==> src/design/acc_pkg.sv <==
// Constants for the comparator control block: register offsets, field
// positions and reset values. Assumes an APB master with 32-bit data.
// Operation
// Mux on, converter off: channel_select picks channel
// Otherwise negative input is the dedicated pin
// Mux enable is bit 6, read/write
// Result high when positive exceeds negative
// Result synchronized, one to two cycles late
// Bandgap select bit 6 chooses positive source
// Power-off bit 7 switches comparator off
// Mode: any, reserved, falling, rising edge
// Matching synchronized event sets flag bit 4
// Vector execution clears the flag
// Writing one clears flag, zero keeps
// Request while flag, enable bit 3, global
// Capture routing bit 2 feeds timer capture
// Software also sets timer capture interrupt enable
// Disable irq before changing mode bits
// Disable irq before changing power-off bit
// Buffer-off bits gate pin reads to zero
// Buffer register bits 7:2 read zero
// Channels usable only without converter power reduction
// Converter enable bit makes mux unavailable
// Reserved mode never sets the flag
// Writable bits reset to zero
package acc_pkg;
	// ----------------------------------------------------------------
	// Register byte offsets
	// ----------------------------------------------------------------
	localparam logic [11:0] ACC_OFS_MUXCTL = 12'h000;
	localparam logic [11:0] ACC_OFS_CSR = 12'h004;
	localparam logic [11:0] ACC_OFS_BUFDIS = 12'h008;
	localparam logic [11:0] ACC_OFS_CONV = 12'h00C;
	// ----------------------------------------------------------------
	// Field positions
	// ----------------------------------------------------------------
	localparam int ACC_B_MUXEN = 6;
	localparam int ACC_B_PWROFF = 7;
	localparam int ACC_B_BGSEL = 6;
	localparam int ACC_B_RESULT = 5;
	localparam int ACC_B_FLAG = 4;
	localparam int ACC_B_IRQEN = 3;
	localparam int ACC_B_CAPEN = 2;
	localparam int ACC_B_NEGOFF = 1;
	localparam int ACC_B_POSOFF = 0;
	// Converter shadow register: bit 7 enable, bit 6 power reduction, 2:0 channel
	localparam int ACC_B_CONVEN = 7;
	localparam int ACC_B_PRR = 6;
	// ----------------------------------------------------------------
	// Reset values and modes
	// ----------------------------------------------------------------
	localparam logic [7:0] ACC_RST_BYTE = 8'h00;
	localparam logic [1:0] ACC_MODE_ANY = 2'h0;
	localparam logic [1:0] ACC_MODE_FALL = 2'h2;
	localparam logic [1:0] ACC_MODE_RISE = 2'h3;
	localparam logic [1:0] ACC_SYNC_RST = 2'h0;
endpackage

==> src/design/acc_sync.sv <==
// Two-flop level synchronizer for one bit.
// Assumes the input is asynchronous to pclk.
`timescale 1ns/10ps
module acc_sync (
	// Clock and reset
	input wire logic pclk,
	input wire logic presetn,
	// Data
	input wire logic d,
	output logic q
);
	import acc_pkg::*;
	// ----------------------------------------------------------------
	// Synchronizer stages
	// ----------------------------------------------------------------
	logic [1:0] stg_r; // First stage feeds only the second
	// Shift chain; first flop read only by the second
	always_ff @(posedge pclk or negedge presetn) begin
		if (!presetn) begin
			stg_r <= ACC_SYNC_RST;
		end else begin
			stg_r <= {stg_r[0], d};
		end
	end
	assign q = stg_r[1];
endmodule

==> src/design/acc_top.sv <==
// Comparator control logic: input selection, result synchronization,
// edge-selectable event flag, capture routing and pin buffer control.
// Assumes an APB master, an analog comparator outside, and a CPU that
// pulses vector_ack when it takes the comparator interrupt.
`timescale 1ns/10ps
module acc_top (
	// APB slave
	input wire logic pclk,
	input wire logic presetn,
	input wire logic psel,
	input wire logic penable,
	input wire logic pwrite,
	input wire logic [11:0] paddr,
	input wire logic [31:0] pwdata,
	output logic [31:0] prdata,
	output logic pready,
	output logic pslverr,
	// Analog comparator
	input wire logic comparator_raw,
	output logic neg_use_channel,
	output logic [2:0] neg_channel,
	output logic bandgap_positive_select,
	output logic comparator_power_off,
	// Pins
	input wire logic positive_pin_in,
	input wire logic negative_pin_in,
	output logic positive_pin_read,
	output logic negative_pin_read,
	output logic positive_pin_buffer_off,
	output logic negative_pin_buffer_off,
	// CPU and timer
	input wire logic global_irq_enable,
	input wire logic vector_ack,
	output logic comparator_irq,
	output logic capture_input
);
	import acc_pkg::*;

	// ----------------------------------------------------------------
	// State
	// ----------------------------------------------------------------
	typedef struct packed {
		logic mux_en;        // Negative mux enable
		logic conv_en;       // Converter enable shadow
		logic conv_prr;      // Converter power reduction shadow
		logic [2:0] chan;    // Channel select
		logic pwr_off;       // Comparator power off
		logic bg_sel;        // Bandgap positive select
		logic flag;          // Event flag
		logic irq_en;        // Interrupt enable
		logic cap_en;        // Capture routing
		logic [1:0] mode;    // Interrupt mode
		logic neg_off;       // Negative pin buffer off
		logic pos_off;       // Positive pin buffer off
		logic res_d;         // Previous synchronized result
		logic [31:0] rdata;  // Read data
		logic ready;         // Access ready
		logic irq;           // Interrupt request
		logic cap;           // Capture front-end input
		logic pos_rd;        // Gated positive pin read
		logic neg_rd;        // Gated negative pin read
		logic use_ch; // Negative input taken from a channel
	} acc_state_s;

	acc_state_s st_r;
	acc_state_s st_nxt;

	// Synchronized inputs
	logic res_s; // Comparator result after two flops
	logic pos_s; // Positive pin level
	logic neg_s; // Negative pin level

	// ----------------------------------------------------------------
	// Synchronizers
	// ----------------------------------------------------------------
	// Result passes two flops, giving one to two cycles of latency
	acc_sync u_res (.pclk(pclk), .presetn(presetn), .d(comparator_raw), .q(res_s));
	acc_sync u_pos (.pclk(pclk), .presetn(presetn), .d(positive_pin_in), .q(pos_s));
	acc_sync u_neg (.pclk(pclk), .presetn(presetn), .d(negative_pin_in), .q(neg_s));

	// Bus and result-event strobes
	logic wr_en;
	logic rd_en;
	logic ev_rise;
	logic ev_fall;
	logic ev_hit;
	assign wr_en = psel && penable && pwrite && st_r.ready;
	assign rd_en = psel && !penable && !pwrite;
	assign ev_rise = res_s && !st_r.res_d;
	assign ev_fall = !res_s && st_r.res_d;

	// ----------------------------------------------------------------
	// Event decode
	// ----------------------------------------------------------------
	// Reserved code is excluded so it cannot set the flag
	always_comb begin
		unique case (st_r.mode)
			ACC_MODE_ANY: ev_hit = ev_rise || ev_fall;
			ACC_MODE_FALL: ev_hit = ev_fall;
			ACC_MODE_RISE: ev_hit = ev_rise;
			default: ev_hit = 1'b0;
		endcase
	end

	// ----------------------------------------------------------------
	// Next state
	// ----------------------------------------------------------------
	always_comb begin
		st_nxt = st_r;
		st_nxt.res_d = res_s;
		// Zero-wait answer: ready in the access cycle
		st_nxt.ready = psel && !penable;
		// Writes update control on the completing edge
		if (wr_en) begin
			unique case (paddr)
				ACC_OFS_MUXCTL: begin
					st_nxt.mux_en = pwdata[ACC_B_MUXEN];
				end
				ACC_OFS_CSR: begin
					st_nxt.pwr_off = pwdata[ACC_B_PWROFF];
					st_nxt.bg_sel = pwdata[ACC_B_BGSEL];
					st_nxt.irq_en = pwdata[ACC_B_IRQEN];
					st_nxt.cap_en = pwdata[ACC_B_CAPEN];
					st_nxt.mode = pwdata[1:0];
					// Write one clears, zero keeps
					if (pwdata[ACC_B_FLAG]) begin
						st_nxt.flag = 1'b0;
					end
				end
				ACC_OFS_BUFDIS: begin
					st_nxt.neg_off = pwdata[ACC_B_NEGOFF];
					st_nxt.pos_off = pwdata[ACC_B_POSOFF];
				end
				ACC_OFS_CONV: begin
					st_nxt.conv_en = pwdata[ACC_B_CONVEN];
					st_nxt.conv_prr = pwdata[ACC_B_PRR];
					st_nxt.chan = pwdata[2:0];
				end
				default: begin
				end
			endcase
		end
		// Vector execution clears the flag
		if (vector_ack) begin
			st_nxt.flag = 1'b0;
		end
		// Hardware set wins over any clear in the same cycle
		if (ev_hit) begin
			st_nxt.flag = 1'b1;
		end
		// Read data captured in setup so it stands in access
		if (rd_en) begin
			unique case (paddr)
				ACC_OFS_MUXCTL: st_nxt.rdata = {24'h000000, 1'b0, st_r.mux_en, 6'h00};
				ACC_OFS_CSR: st_nxt.rdata = {24'h000000, st_r.pwr_off, st_r.bg_sel,
					res_s, st_r.flag, st_r.irq_en, st_r.cap_en, st_r.mode};
				ACC_OFS_BUFDIS: st_nxt.rdata = {24'h000000, 6'h00,
					st_r.neg_off, st_r.pos_off};
				ACC_OFS_CONV: st_nxt.rdata = {24'h000000, st_r.conv_en, st_r.conv_prr,
					3'h0, st_r.chan};
				default: st_nxt.rdata = 32'h00000000;
			endcase
		end
		// Request while flag, enable and global enable all hold
		st_nxt.irq = st_nxt.flag && st_nxt.irq_en && global_irq_enable;
		// Capture gets the result only when routed
		st_nxt.cap = st_nxt.cap_en && res_s;
		// Disabled buffers read as zero
		st_nxt.pos_rd = pos_s && !st_nxt.pos_off;
		st_nxt.neg_rd = neg_s && !st_nxt.neg_off;
		// Channel path only with mux on, converter off and unreduced power
		st_nxt.use_ch = st_nxt.mux_en && !st_nxt.conv_en;
		st_nxt.use_ch = st_nxt.use_ch && !st_nxt.conv_prr;
	end

	// ----------------------------------------------------------------
	// State register
	// ----------------------------------------------------------------
	// Everything clears, selecting pins, any-change mode, irq off, powered
	always_ff @(posedge pclk or negedge presetn) begin
		if (!presetn) begin
			st_r <= '0;
		end else begin
			st_r <= st_nxt;
		end
	end

	// ----------------------------------------------------------------
	// Outputs
	// ----------------------------------------------------------------
	// Every output but the tied-low pslverr is a flop so no decode glitch reaches the analog mux;
	// result polarity (positive above negative) is the analog cell's.
	assign neg_use_channel = st_r.use_ch;
	assign neg_channel = st_r.chan;
	assign bandgap_positive_select = st_r.bg_sel;
	assign comparator_power_off = st_r.pwr_off;
	assign positive_pin_buffer_off = st_r.pos_off;
	assign negative_pin_buffer_off = st_r.neg_off;
	assign positive_pin_read = st_r.pos_rd;
	assign negative_pin_read = st_r.neg_rd;
	assign comparator_irq = st_r.irq;
	assign capture_input = st_r.cap;
	assign prdata = st_r.rdata;
	assign pready = st_r.ready;
	assign pslverr = 1'b0;

	// ----------------------------------------------------------------
	// Checks
	// ----------------------------------------------------------------
	// Flag set and clear
	a_flag_rise: assert property (@(posedge pclk) disable iff (!presetn)
		(st_r.mode == ACC_MODE_RISE && ev_rise) |=> st_r.flag)
		else $error("flag missed rising event");
	// Falling mode catches a falling result
	a_flag_fall: assert property (@(posedge pclk) disable iff (!presetn)
		(st_r.mode == ACC_MODE_FALL && ev_fall) |=> st_r.flag)
		else $error("flag missed falling event");
	// Any-change mode catches either edge
	a_flag_toggle: assert property (@(posedge pclk) disable iff (!presetn)
		(st_r.mode == ACC_MODE_ANY && (ev_rise || ev_fall)) |=> st_r.flag)
		else $error("flag missed toggle event");
	a_reserved_quiet: assert property (@(posedge pclk) disable iff (!presetn)
		(st_r.mode == 2'h1 && !st_r.flag && !wr_en) |=> !st_r.flag)
		else $error("reserved mode set flag");
	a_flag_clear: assert property (@(posedge pclk) disable iff (!presetn)
		(wr_en && paddr == ACC_OFS_CSR && pwdata[ACC_B_FLAG] && !ev_hit) |=> !st_r.flag)
		else $error("write one did not clear flag");
	// Writing zero to the flag keeps it
	a_flag_keep: assert property (@(posedge pclk) disable iff (!presetn)
		(wr_en && paddr == ACC_OFS_CSR && !pwdata[ACC_B_FLAG] && !vector_ack && st_r.flag)
		|=> st_r.flag)
		else $error("write zero cleared flag");
	a_vector_clear: assert property (@(posedge pclk) disable iff (!presetn)
		(vector_ack && !ev_hit) |=> !st_r.flag)
		else $error("vector did not clear flag");
	// Interrupt request and capture routing
	a_irq_gate: assert property (@(posedge pclk) disable iff (!presetn)
		comparator_irq |-> $past(st_nxt.irq_en))
		else $error("irq without enable");
	// Flag, enable and global enable together must raise the request
	a_irq_raise: assert property (@(posedge pclk) disable iff (!presetn)
		(st_nxt.flag && st_nxt.irq_en && global_irq_enable) |=> comparator_irq)
		else $error("irq not raised");
	// The global enable alone holds the request off
	a_irq_global: assert property (@(posedge pclk) disable iff (!presetn)
		!global_irq_enable |=> !comparator_irq)
		else $error("irq without global enable");
	// Capture input stays low unless routing is on
	a_cap_route: assert property (@(posedge pclk) disable iff (!presetn)
		capture_input |-> st_r.cap_en)
		else $error("capture without routing");
	// Routed result reaches the capture front end one edge later
	a_cap_follow: assert property (@(posedge pclk) disable iff (!presetn)
		(st_nxt.cap_en && res_s) |=> capture_input)
		else $error("routed result lost");
	// Input selection and reads
	a_neg_select: assert property (@(posedge pclk) disable iff (!presetn)
		neg_use_channel |-> (st_r.mux_en && !st_r.conv_en))
		else $error("channel used while pin required");
	// Channel path must follow the channel code when allowed
	a_chan_select: assert property (@(posedge pclk) disable iff (!presetn)
		(st_r.mux_en && !st_r.conv_en && !st_r.conv_prr)
		|-> (neg_use_channel && neg_channel == st_r.chan))
		else $error("channel not selected");
	// Converter enable locks out the channels
	a_conv_block: assert property (@(posedge pclk) disable iff (!presetn)
		st_r.conv_en |-> !neg_use_channel)
		else $error("channel used while converter on");
	// Converter power reduction locks out the channels too
	a_prr_block: assert property (@(posedge pclk) disable iff (!presetn)
		st_r.conv_prr |-> !neg_use_channel)
		else $error("channel used while power reduced");
	a_sync_delay: assert property (@(posedge pclk) disable iff (!presetn)
		$rose(comparator_raw) ##0 comparator_raw[*3] |-> ##2 res_s)
		else $error("result not through sync");
	// Status read returns the synchronized result
	a_result_read: assert property (@(posedge pclk) disable iff (!presetn)
		(rd_en && paddr == ACC_OFS_CSR) |=> prdata[ACC_B_RESULT] == $past(res_s))
		else $error("result bit not synchronized value");
	a_buf_read: assert property (@(posedge pclk) disable iff (!presetn)
		positive_pin_buffer_off |-> !positive_pin_read)
		else $error("disabled buffer read nonzero");
	// Negative buffer off gates its pin read too
	a_neg_buf_read: assert property (@(posedge pclk) disable iff (!presetn)
		negative_pin_buffer_off |-> !negative_pin_read)
		else $error("disabled negative buffer read nonzero");
	// Unused buffer register bits read as zero
	a_buf_upper: assert property (@(posedge pclk) disable iff (!presetn)
		(rd_en && paddr == ACC_OFS_BUFDIS) |=> prdata[31:2] == 30'h00000000)
		else $error("unused buffer bits nonzero");
	a_mux_write: assert property (@(posedge pclk) disable iff (!presetn)
		(wr_en && paddr == ACC_OFS_MUXCTL) |=> st_r.mux_en == $past(pwdata[ACC_B_MUXEN]))
		else $error("mux enable not written");
	// Power-off bit follows a status-word write
	a_power_write: assert property (@(posedge pclk) disable iff (!presetn)
		(wr_en && paddr == ACC_OFS_CSR) |=> comparator_power_off == $past(pwdata[ACC_B_PWROFF]))
		else $error("power off not written");
	// Bandgap select follows a status-word write
	a_bg_write: assert property (@(posedge pclk) disable iff (!presetn)
		(wr_en && paddr == ACC_OFS_CSR)
		|=> bandgap_positive_select == $past(pwdata[ACC_B_BGSEL]))
		else $error("bandgap select not written");
endmodule

==> config.mk <==
export PLATFORM = sky130hd
export DESIGN_NAME = acc_top
export DESIGN_NICKNAME = d
export VERILOG_FILES = /design/src/design/acc_pkg.sv /design/src/design/acc_sync.sv /design/src/design/acc_top.sv
export SDC_FILE = /design/constraint.sdc
export NUM_CORES = 1
export LEC_CHECK = 0
export BUFFER_PORTS_ARGS = -buffer_cell sky130_fd_sc_hd__buf_2
export CAP_MARGIN = 0
export CORE_ASPECT_RATIO = 1.1
export CORE_MARGIN = 2
export CORE_UTILIZATION = 41
export DETAILED_ROUTE_END_ITERATION = 12
export PLACE_DENSITY = 0.77
export SLEW_MARGIN = 20
export SYNTH_ARGS = -nofsm -noshare
export SYNTH_HDL_FRONTEND = slang
export SYNTH_HIERARCHICAL = 1
export SYNTH_SLANG_ARGS = --single-unit
==> constraint.sdc <==
create_clock -name pclk -period 1.4 [get_ports pclk]
set_input_delay 0.28 -clock pclk [delete_from_list [all_inputs] [get_ports pclk]]
set_output_delay 0.28 -clock pclk [all_outputs]
set_load 0.1 [all_outputs]
Word level (Yosys, flattened, before mapping)
Index checks and enable logic that the tools add are counted.

storage, ports and cells
  latch bits = 0
  ROM bits = 0
  memories = 0
  RAM bits = 0
  output and inout bits = 46
  bits in registers = 60

cells by class
  multiplexer cells = 10
  multiply operators = 0
  shift operators = 0
  bitwise gates (word level) = 0
  reductions and logical operators = 27
  $add $sub $neg = 0
  div/mod/pow operators = 0
  equal/unequal tests = 5
  magnitude comparators = 0

operators by type and width
  operator                                                          number
  8-bit case mux with 4 select lines                                1
  12-bit by 4-bit == test with 1-bit output, second input constant  2
  15-bit 2-to-1 mux                                                 1
  1-bit logical AND                                                 14
  12-bit by 3-bit == test with 1-bit output, second input constant  1
  12-bit logical NOT                                                1
  1-bit logical NOT                                                 8
  7-bit 2-to-1 mux                                                  1
  5-bit 2-to-1 mux                                                  1
  2-bit == test, second input constant                              2
  1-bit 2-to-1 mux                                                  4
  2-bit AND reduction                                               2
  1-bit case mux with 3 select lines                                1
  2-bit logical NOT                                                 1
  2-bit 2-to-1 mux                                                  1
  1-bit logical OR                                                  1

Logic depth before layout (Yosys ltp)
  depth in word-level cells = 8
  mapped depth = 6
  gate-level depth less buffers = 6

Modules after synthesis
Netlist, hierarchy kept.

modules (own cells, without submodules)
  module    area an instance (µm²)  cells each  instances
  acc_top   1,770.4                 164         1
  acc_sync  50.0                    2           3

Worst setup path after synthesis
No wires, ideal clock.

  path type = flip-flop to flip-flop
  start point = register st_r, in the netlist pready
  end point = register st_r, in the netlist neg_channel[0]
  setup slack = -803 ps
  cell stages (with the launch flop) = 6
  period minus slack after synthesis = 2,203 ps
  data arrival time = 2,078 ps
  required time = 1,275 ps
  buffers on the path = 1
  cells stage by stage = dfrtp_1 > and4_1 > and4_1 > buf_6 > and3_4 > mux2_2

on the way
  longest elaborated chain between the ends = 2

ends and longest elaborated chain
  item                           RTL line        RTL
  start: declaration             acc_top.sv:65   acc_state_s st_r;
  start signal: assignment       acc_top.sv:184  st_r <= st_nxt;
  1-bit logical AND              acc_top.sv:87   assign wr_en = psel && penable && pwrite && st_r.ready;
  2-bit AND reduction (no line)  -

Every way passes these cells.
A chain may end at the register's enable or synchronous reset.

==> impl_metrics.csv <==
group,metric,value,unit
sta,drv_slew,0,
pwr,power,0.002292,W
floorplan,die_w,69.26,microns
clock_tree,numCtsBuffers,5,
logic_synthesis,synthCells,170,
placement,dp_hpwl,3.007,mm
logic_synthesis,synth_area_leaders,"dfrtp_1 (47%), buf_4 (14%), mux2_2 (5.3%)",
pwr,power_density,904.2,nW/um^2
clock_tree,numClockSinks,36,
worst_setup_path,crit_slowest_cell,"dfrtp_4",
worst_setup_path,path_delay_family,"simple AND/OR/NAND/NOR gates",
global_routing,grt_usage,0.1533,
logic_synthesis,yosysSeqAreaShare,0.4691,
layout,area_growth,31.99,%
logic_synthesis,synth_cell_types,39,
worst_setup_path,crit_required,1.56,ns
global_routing,grt_overflow,0,
detailed_routing,wire_per_inst,13.56,microns
sta,fmax,0.6423,GHz
worst_setup_path,worstSetupEndpointType,"flop",
detailed_routing,viasPerCell,4.842,
worst_setup_path,path_buf_inv,1,
clock_tree,clk_pin_slew,0.07,ns
layout,stdcell_count,291,
worst_setup_path,worstPathArrival,1.72,ns
detailed_routing,ant_nets,0,
logic_synthesis,synth_top_cell_by_area,"dfrtp_1",
floorplan,boundaryPins,100,
sta,setup_viol_count_final,11,
layout,final_cell_mix,"buf_2 (41), dfrtp_1 (32), conb_1 (25)",
detailed_routing,met3_length,272,microns
floorplan,core,4587,sq um
detailed_routing,top_layer,"met4",
detailed_routing,drtIter0Drc,64,
worst_setup_path,path_max_fanout,4,
logic_synthesis,synth_top_area_share,0.4691,
worst_setup_path,start_kind,"flop",
status,run_status,"complete, but fails checks",
layout,fin_nets,291,
worst_setup_path,slowest_delay,0.41,ns
floorplan,row_count,26,
layout,utilization,0.5526,
worst_setup_path,worstSetupPathType,"reg -> reg",
layout,layout_commonest_cell,"buf_2",
sta,rsz0062_at_grt,"true",
worst_setup_path,path_cells,"and4_4 -> and4_4 -> buf_6 -> nand3_4 -> mux2_4",
clock_tree,htree_levels,2,
floorplan,die_area,5248,sq um
floorplan,die_y,75.79,microns
sta,period_share,1.112,
pwr,ir_worst_vdd,0.0004446,V
sta,fin_crit,1.557,ns
logic_synthesis,syn_avg_cell_area,11.30,sq um
logic_synthesis,ys.warnings.count,6,
detailed_routing,dr.pass1.iters,4,
detailed_routing,routed-wl-met2,1.953,mm
placement,gp_congestion,0.9340,
clock_tree,cts_root_buf,"clkbuf_8",
clock_tree,insertion_delay,0.28,ns
detailed_routing,routedLengthMet1,1.645,mm
hold_path,hold_path_class,"in -> reg",
logic_synthesis,synth.ff_latch_count,36,
pwr,static-leakage-power,1.280,nW
global_routing,grt_first_pass_wirelength,6.127,mm
detailed_routing,vias,1409,
logic_synthesis,synth_area,1921,sq um
clock_tree,cts_tree,"done",
sta,holdWs,0.1026,ns
worst_setup_path,crit_top_cell,"and4_4",
detailed_routing,wl,3.945,mm
run,max_cap_violations,0,
layout,drive_above_1_share,0.5021,
placement,port_buffers,49,
global_routing,antenna_found_initial,0,
floorplan,start_util,0.4187,
global_routing,grt_max_degree,21,
clock_tree,cts.path.max_buffers,2,
detailed_routing,drc,0,
sta,skew,0.006928,ns
layout,antenna_cells,0,
sta,hold_viol_final,0,
sta,timing.final.ws_setup,-0.1570,ns
placement,placedCellCount,281,
global_routing,grt_pass1_vias,1338,
status,violations,"setup timing",
placement,pre_cts_slack,-0.3335,ns
==> cell usage after synthesis, drive strengths merged <==
library cell and number:
buf 39, nor4b 1, or2 2, a21boi 1, nor2 6, mux2i 2, o211a 2, nor2b 4
conb 1, o2111ai 1, and3 1, nor4 2, o21ai 6, dfrtp 36, clkbuf 2, nand3 5
mux2 13, and2 2, o31ai 10, nand4 5, and2b 1, and4 2, o311ai 2, nand2b 2
ha 2, inv 6, o211ai 1, nand2 10, a22oi 3
==> per-layer routing <==
metal / GRT usage / up-vias
met5: 0 / -
met4: 0.06754 / 0
met3: 0.04497 / 8
met2: 0.2618 / 57
met1: 0.1837 / 682
li1: - / 662
==> where the power goes <==
part           total [W]  leakage (nW)  internal [W]  switching [W]
clock network   0.000673        0.0383      0.000342       0.000331
registers        0.00107         0.464       0.00106     0.00000747
logic           0.000550         0.778     0.0000994       0.000451
==> logic make-up (layout without fill, tap and decap cells) <==
family / count (synthesis) / count (layout) / share of synthesized area
AO/OA/AOI/OAI: 26 / 26 / 0.09838
adder cells (fa/ha/maj): 2 / 2 / 0.01303
buffers and inverters: 47 / 88 / 0.1752
flip-flops: 36 / 36 / 0.4691
multiplexers: 15 / 15 / 0.09251
other: 1 / 25 / 0.001953
AND/OR/NAND/NOR: 43 / 43 / 0.1498
==> worst paths after layout <==
path | from | end | slack [ns] | cells past startpoint
max | pready | st_r[52] | -0.16 | 5
min | negative_pin_in | u_neg/stg_r[0] | 0.10 | 1
max reg2reg | pready | st_r[52] | -0.16 | 5
min reg2reg | u_res/stg_r[0] | u_res/stg_r[1] | 0.35 | 0
max in group asynchronous | presetn | bandgap_positive_select | 0.49 | 3
min in group asynchronous | presetn | prdata[3] | 0.46 | 2
==> repair_timing <==
action,in CTS,in global routing
gates resized for setup,8,20
setup endpoints to repair,13,19
buffers inserted,2,1
pin swaps,1,4
hold buffers,1,0
hold endpoints to repair,16,0
==> flip-flops by register name, indices dropped and copies added, names as in the netlist <==
name                     flops
negative_pin_read            1
pready                       1
comparator_power_off         1
u_pos/stg_r                  2
bandgap_positive_select      1
st_r                         9
comparator_irq               1
neg_use_channel              1
negative_pin_buffer_off      1
capture_input                1
u_res/stg_r                  2
positive_pin_read            1
positive_pin_buffer_off      1
prdata                       8
u_neg/stg_r                  2
neg_channel                  3
==> stage by stage <==
step           TNS [ns]  area (sq um)
2_1_floorplan    -3.127          2033
3_3_place_gp     -3.821          2340
3_5_place_dp     -4.943          2340
4_1_cts         -0.9587          2471
5_1_grt          -1.738          2535
6_report         -1.155          2535
==> area by class of cell <==
type | instances | area [sq um]
Inverter | 6 | 22.52
Multi-Input combinational cell | 111 | 867.1
Sequential cell | 36 | 908.4
Clock buffer | 7 | 76.32
Fill cell | 399 | 2052
Tap cell | 56 | 70.07
Timing Repair Buffer | 75 | 590.6
No activity file was read; power rests on OpenSTA's default activity.
